`config.mk`:
```
export PLATFORM = sky130hd
export DESIGN_NAME = eep_dev
export DESIGN_NICKNAME = d
export VERILOG_FILES = /design/src/eep_pkg.sv /design/src/eep_sync.sv /design/src/eep_dev.sv
export SDC_FILE = /design/constraint.sdc
export NUM_CORES = 2
export LEC_CHECK = 0
export ABC_AREA = 0
export BUFFER_PORTS_ARGS = -buffer_cell sky130_fd_sc_hd__buf_2
export CAP_MARGIN = 20
export CORE_MARGIN = 4
export CORE_UTILIZATION = 55
export DETAILED_ROUTE_END_ITERATION = 8
export PLACE_DENSITY = 0.73
export SETUP_SLACK_MARGIN = 0.1
export SKIP_LAST_GASP = 1
export SLEW_MARGIN = 40
export SYNTH_ARGS = -nofsm -noshare
export SYNTH_HDL_FRONTEND = slang
export SYNTH_SLANG_ARGS = --single-unit
```
`constraint.sdc`:
```
create_clock -name REF_CLK_I -period 2.7 [get_ports REF_CLK_I]
set_input_delay 0.135 -clock REF_CLK_I [delete_from_list [all_inputs] [get_ports REF_CLK_I]]
set_output_delay 0.135 -clock REF_CLK_I [all_outputs]
set_load 0.05 [all_outputs]
```
`src/eep_pkg.sv`:
```
// constants and state encoding for the serial eeprom slave
`default_nettype none
package eep_pkg;
    // ============================================================
    // protocol constants
    localparam logic [3:0] DEV_CODE = 4'ha;      // device type code, upper nibble
    localparam logic [3:0] BYTE_BITS = 4'h8;     // bits per serial word
    localparam int PAGE_BYTES = 16;              // page buffer depth
    localparam int ARRAY_BYTES = 256;            // array depth
    localparam int HALF_MSB = 7;                 // address bit that selects upper half
    // ============================================================
    // timing
    localparam int WR_TIME_MS = 5;               // internal_write_duration, ms
    localparam int CLK_FREQ_KHZ = 200000;        // ref clock rate
    localparam int WR_CYCLES = WR_TIME_MS * CLK_FREQ_KHZ;
    localparam int WR_CNT_W = 20;
    // ============================================================
    // synchroniser lane positions
    localparam int SYN_W = 8;
    localparam int SYN_SCL = 0;
    localparam int SYN_SDA = 1;
    localparam int SYN_STRAP = 2;                // three lanes from here
    localparam int SYN_WP = 5;
    localparam int SYN_PERM = 6;
    localparam int SYN_REV = 7;
    // ============================================================
    // link state machine
    typedef enum logic [9:0] {
        ST_IDLE = 10'h001,
        ST_RX_DEV = 10'h002,
        ST_ACK_DEV = 10'h004,
        ST_RX_WORD = 10'h008,
        ST_ACK_WORD = 10'h010,
        ST_RX_DATA = 10'h020,
        ST_ACK_DATA = 10'h040,
        ST_TX_DATA = 10'h080,
        ST_HOST_ACK = 10'h100,
        ST_WRITING = 10'h200
    } eep_state_type;
endpackage
`default_nettype wire

```
`src/eep_sync.sv`:
```
// two-flop synchroniser bank for pins from outside the clock domain
`default_nettype none
module eep_sync #(
    parameter int W = 8
) (
    input wire logic clk_i,
    input wire logic nrst_i,
    input wire logic [W-1:0] d_i,
    output logic [W-1:0] q_o
);
    typedef struct packed {
        logic [W-1:0] meta;
        logic [W-1:0] sync;
    } eep_sync_regs_type;

    eep_sync_regs_type q_reg;
    eep_sync_regs_type q_next;

    // ============================================================
    // first stage feeds only the second
    always_comb begin
        q_next.meta = d_i;
        q_next.sync = q_reg.meta;
    end

    // ============================================================
    // both stages idle high, matching released bus lines
    always_ff @(posedge clk_i or negedge nrst_i) begin
        if (!nrst_i) begin
            q_reg <= '1;
        end else begin
            q_reg <= q_next;
        end
    end

    assign q_o = q_reg.sync;
endmodule
`default_nettype wire

```
`src/eep_dev.sv`:
```
// serial eeprom slave: two-wire link, page buffer, array and write protection
//
// Contract
// - incoming data bits are sampled on serial clock rising edges
// - outgoing data bits change on serial clock falling edges only
// - data line is only pulled low or released, never driven high
// - three strap inputs set the device address, eight devices share a bus
// - with protect pin low and no protection registers, whole array writable
// - protect pin high blocks all array writes, reads still work
// - protect pin low plus either protection register blocks first half only
// - self-timed write starts at stop ending a write with at least one unprotected byte, runs without clock
// - device word acknowledged only when its three bits match the straps
`default_nettype none
module eep_dev #(
    parameter int WRITE_CYCLES = eep_pkg::WR_CYCLES
) (
    input wire logic REF_CLK_I,
    input wire logic NRST_I,
    input wire logic SCL_I,
    input wire logic SDA_I,
    output logic SDA_O,
    output logic SDA_OE_N_O,
    input wire logic ADDR_STRAP_BIT0_I,
    input wire logic ADDR_STRAP_BIT1_I,
    input wire logic ADDR_STRAP_BIT2_I,
    input wire logic WP_I,
    input wire logic PERM_PROT_SET_I,
    input wire logic REV_PROT_SET_I
);
    typedef struct packed {
        eep_pkg::eep_state_type st;
        logic scl_q;
        logic sda_q;
        logic [7:0] sh;
        logic [3:0] cnt;
        logic rw;
        logic [7:0] addr;
        logic [3:0] page;
        logic [eep_pkg::PAGE_BYTES-1:0][7:0] pbuf;
        logic [eep_pkg::PAGE_BYTES-1:0] pmask;
        logic oe_n;
        logic [eep_pkg::WR_CNT_W-1:0] wtimer;
    } eep_regs_type;

    eep_regs_type q_reg;
    eep_regs_type q_next;
    logic [7:0] mem [eep_pkg::ARRAY_BYTES];
    logic [eep_pkg::SYN_W-1:0] syn;
    logic scl_s;
    logic sda_s;
    logic [2:0] strap;
    logic scl_rise;
    logic scl_fall;
    logic start_cond;
    logic stop_cond;
    logic commit;
    logic [7:0] rd_byte;

    // ============================================================
    // protection decode
    function automatic logic is_protected(input logic [7:0] a, input logic wp,
                                          input logic perm, input logic rev);
        is_protected = wp | ((perm | rev) & ~a[eep_pkg::HALF_MSB]);
    endfunction

    // ============================================================
    // pin synchronisers
    eep_sync #(.W(eep_pkg::SYN_W)) u_sync (
        .clk_i(REF_CLK_I),
        .nrst_i(NRST_I),
        .d_i({REV_PROT_SET_I, PERM_PROT_SET_I, WP_I, ADDR_STRAP_BIT2_I,
              ADDR_STRAP_BIT1_I, ADDR_STRAP_BIT0_I, SDA_I, SCL_I}),
        .q_o(syn)
    );

    // ============================================================
    // edge and bus condition detection
    assign scl_s = syn[eep_pkg::SYN_SCL];
    assign sda_s = syn[eep_pkg::SYN_SDA];
    assign strap = syn[eep_pkg::SYN_STRAP +: 3];
    assign scl_rise = scl_s & ~q_reg.scl_q;
    assign scl_fall = ~scl_s & q_reg.scl_q;
    assign start_cond = scl_s & q_reg.scl_q & q_reg.sda_q & ~sda_s;
    assign stop_cond = scl_s & q_reg.scl_q & ~q_reg.sda_q & sda_s;
    assign rd_byte = mem[q_reg.addr];

    // ============================================================
    // link state machine
    always_comb begin
        q_next = q_reg;
        q_next.scl_q = scl_s;
        q_next.sda_q = sda_s;
        commit = 1'b0;
        if (q_reg.st == eep_pkg::ST_WRITING) begin
            // self-timed, ignores the link until done
            q_next.oe_n = 1'b1;
            if (q_reg.wtimer == eep_pkg::WR_CNT_W'(WRITE_CYCLES - 1)) begin
                q_next.st = eep_pkg::ST_IDLE;
            end else begin
                q_next.wtimer = eep_pkg::WR_CNT_W'(q_reg.wtimer + 1'b1);
            end
        end else if (start_cond) begin
            q_next.st = eep_pkg::ST_RX_DEV;
            q_next.cnt = 4'h0;
            q_next.oe_n = 1'b1;
        end else if (stop_cond) begin
            q_next.oe_n = 1'b1;
            q_next.st = eep_pkg::ST_IDLE;
            if ((q_reg.st == eep_pkg::ST_RX_DATA || q_reg.st == eep_pkg::ST_ACK_DATA)
                && q_reg.pmask != '0) begin
                commit = 1'b1;
                q_next.wtimer = '0;
                q_next.st = eep_pkg::ST_WRITING;
            end
        end else begin
            case (q_reg.st)
                eep_pkg::ST_RX_DEV, eep_pkg::ST_RX_WORD, eep_pkg::ST_RX_DATA: begin
                    if (scl_rise && q_reg.cnt != eep_pkg::BYTE_BITS) begin
                        q_next.sh = {q_reg.sh[6:0], sda_s};
                        q_next.cnt = 4'(q_reg.cnt + 4'h1);
                    end else if (scl_fall && q_reg.cnt == eep_pkg::BYTE_BITS) begin
                        q_next.oe_n = 1'b0;
                        if (q_reg.st == eep_pkg::ST_RX_DEV) begin
                            if (q_reg.sh[7:4] == eep_pkg::DEV_CODE
                                && q_reg.sh[3:1] == strap) begin
                                q_next.rw = q_reg.sh[0];
                                q_next.st = eep_pkg::ST_ACK_DEV;
                            end else begin
                                q_next.oe_n = 1'b1;
                                q_next.st = eep_pkg::ST_IDLE;
                            end
                        end else if (q_reg.st == eep_pkg::ST_RX_WORD) begin
                            q_next.addr = q_reg.sh;
                            q_next.page = q_reg.sh[7:4];
                            q_next.st = eep_pkg::ST_ACK_WORD;
                        end else begin
                            if (!is_protected(q_reg.addr, syn[eep_pkg::SYN_WP],
                                              syn[eep_pkg::SYN_PERM],
                                              syn[eep_pkg::SYN_REV])) begin
                                q_next.pbuf[q_reg.addr[3:0]] = q_reg.sh;
                                q_next.pmask[q_reg.addr[3:0]] = 1'b1;
                            end
                            // page roll-over keeps the upper nibble
                            q_next.addr[3:0] = 4'(q_reg.addr[3:0] + 4'h1);
                            q_next.st = eep_pkg::ST_ACK_DATA;
                        end
                    end
                end
                eep_pkg::ST_ACK_DEV: begin
                    if (scl_fall) begin
                        q_next.cnt = 4'h0;
                        if (q_reg.rw) begin
                            q_next.sh = rd_byte;
                            q_next.oe_n = rd_byte[7];
                            q_next.cnt = 4'h1;
                            q_next.addr = 8'(q_reg.addr + 8'h01);
                            q_next.st = eep_pkg::ST_TX_DATA;
                        end else begin
                            q_next.oe_n = 1'b1;
                            q_next.st = eep_pkg::ST_RX_WORD;
                        end
                    end
                end
                eep_pkg::ST_ACK_WORD, eep_pkg::ST_ACK_DATA: begin
                    if (scl_fall) begin
                        q_next.oe_n = 1'b1;
                        q_next.cnt = 4'h0;
                        if (q_reg.st == eep_pkg::ST_ACK_WORD) begin
                            q_next.pmask = '0;
                        end
                        q_next.st = eep_pkg::ST_RX_DATA;
                    end
                end
                eep_pkg::ST_TX_DATA: begin
                    if (scl_fall) begin
                        if (q_reg.cnt == eep_pkg::BYTE_BITS) begin
                            q_next.oe_n = 1'b1;
                            q_next.st = eep_pkg::ST_HOST_ACK;
                        end else begin
                            q_next.oe_n = q_reg.sh[6];
                            q_next.sh = {q_reg.sh[6:0], 1'b0};
                            q_next.cnt = 4'(q_reg.cnt + 4'h1);
                        end
                    end
                end
                eep_pkg::ST_HOST_ACK: begin
                    if (scl_rise) begin
                        // host ack reuses the load path on the next fall
                        q_next.st = sda_s ? eep_pkg::ST_IDLE : eep_pkg::ST_ACK_DEV;
                    end
                end
                eep_pkg::ST_IDLE: begin
                    q_next.oe_n = 1'b1;
                end
                default: begin
                    q_next.oe_n = 1'b1;
                    q_next.st = eep_pkg::ST_IDLE;
                end
            endcase
        end
    end

    // ============================================================
    // state register
    always_ff @(posedge REF_CLK_I or negedge NRST_I) begin
        if (!NRST_I) begin
            q_reg <= '0;
            q_reg.st <= eep_pkg::ST_IDLE;
            q_reg.scl_q <= 1'b1;
            q_reg.sda_q <= 1'b1;
            q_reg.oe_n <= 1'b1;
        end else begin
            q_reg <= q_next;
        end
    end

    // ============================================================
    // array update from the page buffer, masked lanes only
    always_ff @(posedge REF_CLK_I) begin
        for (int i = 0; i < eep_pkg::PAGE_BYTES; i++) begin
            if (commit && q_reg.pmask[i]) begin
                mem[{q_reg.page, 4'(i)}] <= q_reg.pbuf[i];
            end
        end
    end

    // ============================================================
    // open-drain output: level is always low, only the enable moves
    assign SDA_O = 1'b0;
    assign SDA_OE_N_O = q_reg.oe_n;
endmodule
`default_nettype wire

```
Yosys cells after proc, flatten, opt, wreduce, memory -nomap -nowiden

Memories as Yosys holds them, arrays and structs flattened.
Cells that the tools add are included.

Reductions and logical operators: 42
$lt $le $gt $ge: 2
Bitwise gates (word level): 23
Shift-type cells: 0
Add/sub/neg operators: 4
Equality and inequality tests: 46
Multiplexer cells: 101
Div/mod/pow operators: 0
$mul: 0

Operator list:

| kind                  | number |
|---|---|
| $mux 158              | 2 |
| $mux 144              | 2 |
| $mux 161              | 1 |
| $mux 156              | 1 |
| $mux 132              | 1 |
| $mux 10               | 13 |
| $bwmux 128            | 1 |
| $mux 20               | 4 |
| $mux 12               | 5 |
| $pmux 10 s6           | 1 |
| $mux 1                | 48 |
| $reduce_and 9->1      | 4 |
| $ne 5x5->1 const B    | 7 |
| $demux 8 s4           | 1 |
| $mux 8                | 4 |
| $pmux 16 s2           | 1 |
| $ne 2x2->1 const B    | 15 |
| $pmux 8 s3            | 1 |
| $reduce_and 8->1      | 3 |
| $logic_and 1x1->1     | 21 |
| $mux 21               | 1 |
| $add 20x1->20 const B | 1 |
| $eq 20x20->1 const B  | 1 |
| $mux 4                | 5 |
| other kinds (42)      | 74 |

Latch bits: 0
Output and inout port bits: 2
Memories kept: 1
Register bits: 218
Bits in read-only memories: 0
Input bits: 10
RAM bits: 2048
Word-level logic and storage cells: 249

Memory list:

| name | depth | width | rd ports | clocked after Yosys merged registers in | wr ports | line          | text |
|---|---|---|---|---|---|---|---|
| mem  | 256   | 8     | 1        | 0                                       | 16       | eep_dev.sv:47 | `logic [7:0] mem [eep_pkg::ARRAY_BYTES];` |

Logic depth before layout (Yosys ltp)

Word-level depth: 14
Gate-level depth with buffers: 14
Depth with buffers taken out: 10

By module

A second synthesis with hierarchy kept.

Cells, all modules: 4410
Area total of the unflattened synthesis: 89050.4 sq um

By module, submodules not included:

| module   | seq. area each (sq um) | area each (sq um) | instances | cells an instance |
|---|---|---|---|---|
| eep_dev  | 66558.8                | 88630.0           | 1         | 4394 |
| eep_sync | 420.4                  | 420.4             | 1         | 16 |

Least setup slack after synthesis

No wires, ideal clock.

Path kind: register -> register
Start point: reg q_reg[200] in the netlist's numbering
End point: mem mem[219][0] (enable)
Setup slack: -0.232 ns
Setup time: 0.370 ns
Arrival: 2.561 ns
Path buffers: 4
Stages on the path, launching flop included: 11
Clock period less this slack: 2.932 ns
Required time: 2.330 ns
Path through: dfrtp_1 -> or2_2 -> clkbuf_1 -> nor2_1 -> and3_1 -> and3_1 -> clkbuf_1 -> buf_2 -> nand2_1 -> clkbuf_1 -> nor2_1

RTL lines:

| item                     | line           | text |
|---|---|---|
| start: declaration       | eep_dev.sv:45  | `eep_regs_type q_reg;` |
| start signal: assignment | eep_dev.sv:213 | `q_reg <= q_next;` |
| end: declaration         | eep_dev.sv:47  |  |

Worst setup path in the final report

Start point: reg q_reg[169] in the netlist's numbering
End point: reg q_reg[183] in the netlist's numbering

Longest elaborated chain between the ends: 4

RTL lines:

| item          | line           | text |
|---|---|---|
| $mem_v2 256x8 | n/a            |  |
| $mux 12       | eep_dev.sv:152 | `if (q_reg.rw) begin` |
| $mux 12       | eep_dev.sv:150 | `if (scl_fall) begin` |
| $pmux 8 s3    | eep_dev.sv:116 | `case (q_reg.st)` |

No other way between the ends. The select of a mux whose other input is x is not followed.
A chain may end at the register's enable or synchronous reset.

==> metrics <==
Area Overhead vs Synth 23.7%; global route overflow 0; row count 147; nature of the critical path startpoint flop; Async SR Flop Fraction 9.62%; P_leak 0.0339 µW; Tot Pwr roughly 70000 µW; Clock Latency Late Sink 0.91 ns; width of the die 410 µm; Crit path buffers/inverters 3; Initial Utilization 55.3%; WS Path Type flop to flop; Clock transition at path regs 0.07 ns; layout cells sized above 1 40.0%; commonest non-fill, non-tap cells in the layout 2048 x edfxtp_1, 915 x buf_4, 453 x mux4_2; Yosys reg bits 2266; largest net degree at the start of global routing 79; DRC violations left 0; Mean Syn Cell Area 19.5 µm²; gp weighted congestion 1.08; top-area cell type share of the netlist area 69.3%; Comb power frac under 10%; Least-Margin Pin Slew between 0.9 and 1 ns; top cells by area, synth edfxtp_1 69%, mux4_2 11%, dfrtp_1 5.6%; CP endpoint kind flop; dominant cell type by area after synthesis edfxtp_1; worst r2r src q_reg[169]$_DFFE_PN0P_; Core ar. around 160000 µm²; Routed WL roughly 360000 µm; antenna violations before repair 56; HPWL after detailed placement about 240000 µm; Final Setup Violations 129; Netlist cell types between 80 and 90; Max Slew Vio Count 0; Clock Power Share 43.3%; GRT Total Usage 42.7%; Reg2Reg Setup Slack -0.66 ns; final non-filler cell total roughly 8000; detailed router's first-iteration violation count between 10000 and 15000; worst path arrival time 4.17 ns; root buffer cell clkbuf_16; die height between 400 and 500 µm; H-tree depth 4; crit-path most repeated cell bufbuf_16; cells along the critical path buf_4 > bufbuf_16 > or3b_4 > bufbuf_16 > o22ai_1 > a211oi_1 > a21oi_1 > a22oi_1 > a21boi_1 > a2111oi_1 > nor2_1; max reg flops approximately 2000; Avg WL per Cell 44.9 µm; setup slack after layout -0.655 ns; period utilisation layout 124%; critical path's slowest cell o22ai_1; DIE AREA 168000 µm²; Worst EP required 3.51 ns; DRT Pass-1 Iters 8; IR drop worst, VDD 0.690 mV; Post-synth EDFFs about 2000; vias in the first global route 53700; RSZ-0062 raised after global routing true; yosys warns 0; crit-path leading delay family compound AO/OA/AOI/OAI gates; TritonCTS Sinks around 2300; outcome complete, but fails checks; FMAX approximately 300 MHz; Vias/cell between 7 and 8; post-synthesis sequential area ratio 75.4%; slowest stage delay, CP roughly 0.54 ns; min-delay worst type primary input to asynchronous set/reset pin; syn nets 4570; R2R cell count 11; sw power 14700 µW; Max transition margin ~37%; clock tree buffer depth 3; first-pass GRT wire length 477000 µm; sequential share of power between 50% and 60%; WP depth 11; commonest non-fill, non-tap cell in the layout edfxtp_1; max-cap viol count 0; sw frac 21.1%; number of routed nets with antenna violations 0; Syn Std Cell Area 88800 µm²; Fin. Hold Viols 0; Placed Cells 7470; I/O pin count 12; Port Buf Inserts 10; Reg-to-Reg End q_reg[183]$_DFFE_PN0P_; WHS ~0.040 ns; TritonCTS buffer count 211; Syn Inst Count 4553; Min Clock Period, post-route 3.36 ns; crit path max fanout 11; Pwr per Cell Area 637 nW/µm²; dominant synthesized flop cell edfxtp_1; vias post-DR 57100; Final #Nets 5673; failing checks setup timing; Final Skew between 0.07 and 0.08 ns; CTS tree done; Internal Power 55200 µW
per-stage QoR:
step,cell area [µm²],TNS (ns),setup WS [ns],util [%]
finish,110000,-21.22,-0.655,68.4
global route,110000,-29.30,-0.593,68.4
CTS,108000,-19.12,-0.507,67.5
detailed placement,99300,-17.14,-0.905,61.9
global placement,99300,-11.83,-0.858,61.8
floorplan,89200,-54.00,-0.105,-
cell type report:
type	count	area [µm²]
well taps	2160	2700
multi-input cells	2002	22300
clock buffers	277	5600
diodes	28	70.1
fillers	9894	50700
inverters	21	81.3
flip-flops and latches	2266	67000
clock inverters	122	1390
repair buffers	1154	10700
worst register-to-register path, cell delays in order (launching register included):
cell and delay (ns):
dfrtp_4 0.51, buf_4 0.17, bufbuf_16 0.31, or3b_4 0.44
bufbuf_16 0.33, o22ai_1 0.54, a211oi_1 0.13, a21oi_1 0.29
a22oi_1 0.15, a21boi_1 0.20, a2111oi_1 0.07, nor2_1 0.13
power by group through the flow:
stage / sequential (µW) / clock, µW / combinational [µW]
global route: 37800 / 31800 / 1880
floorplan: 38500 / 0 / 716
global placement: 38600 / 0 / 1330
CTS: 37800 / 30100 / 1560
finish: 37800 / 30300 / 1830
detailed placement: 38600 / 0 / 1350
cell usage after synthesis (all sizes together), types with 8 or more instances:
master / number
a2111oi: 16
a211oi: 20
a21oi: 84
a221oi: 16
a22o: 15
a22oi: 50
a31oi: 30
and3: 8
buf: 135
clkbuf: 135
dfrtp: 198
dfstp: 20
edfxtp: 2048
inv: 20
mux2: 126
mux2i: 197
mux4: 453
nand2: 164
nand2b: 10
nand3: 51
nand3b: 10
nand4: 16
nor2: 370
nor2b: 19
nor3: 26
nor4: 13
o211ai: 13
o21ai: 90
o221ai: 49
o22ai: 22
xnor2: 12
xor2: 14
worst max path at each step:
stage | start | to
floorplan | q_reg[200]$_DFFE_PN0P_ | mem[102][0]$_DFFE_PP_
detailed placement | q_reg[170]$_DFFE_PN0P_ | q_reg[185]$_DFFE_PN0P_
global route | q_reg[171]$_DFFE_PN0P_ | q_reg[185]$_DFFE_PN0P_
CTS | q_reg[169]$_DFFE_PN0P_ | q_reg[182]$_DFFE_PN0P_
global placement | q_reg[169]$_DFFE_PN0P_ | q_reg[185]$_DFFE_PN0P_
finish | q_reg[169]$_DFFE_PN0P_ | q_reg[183]$_DFFE_PN0P_
metal layers:
metal	global-route usage, %	routed length [µm]
met5	0	236
met4	26.4	31400
met3	18.5	65100
met2	60.3	152000
met1	54.8	112000
logic make-up after synthesis:
logic type | synth area share [%]
buf+inv | 1.56
flops | 75.4
mux | 15.3
xor+xnor | 0.256
fa+ha+maj | 0.0986
simple gates | 3.76
other cells | 0.00422
compound gates | 3.59
what timing repair did:
item                                   in CTS  in global routing
gates resized for setup                   303                216
gates cloned                               14                  4
pin swaps                                  43                 46
hold buffers                               18                  0
setup buffers                              41                 64
endpoints found under the hold margin     225                  0
setup endpoints to repair                 432               1480
Power figures use the tool's default switching activity.
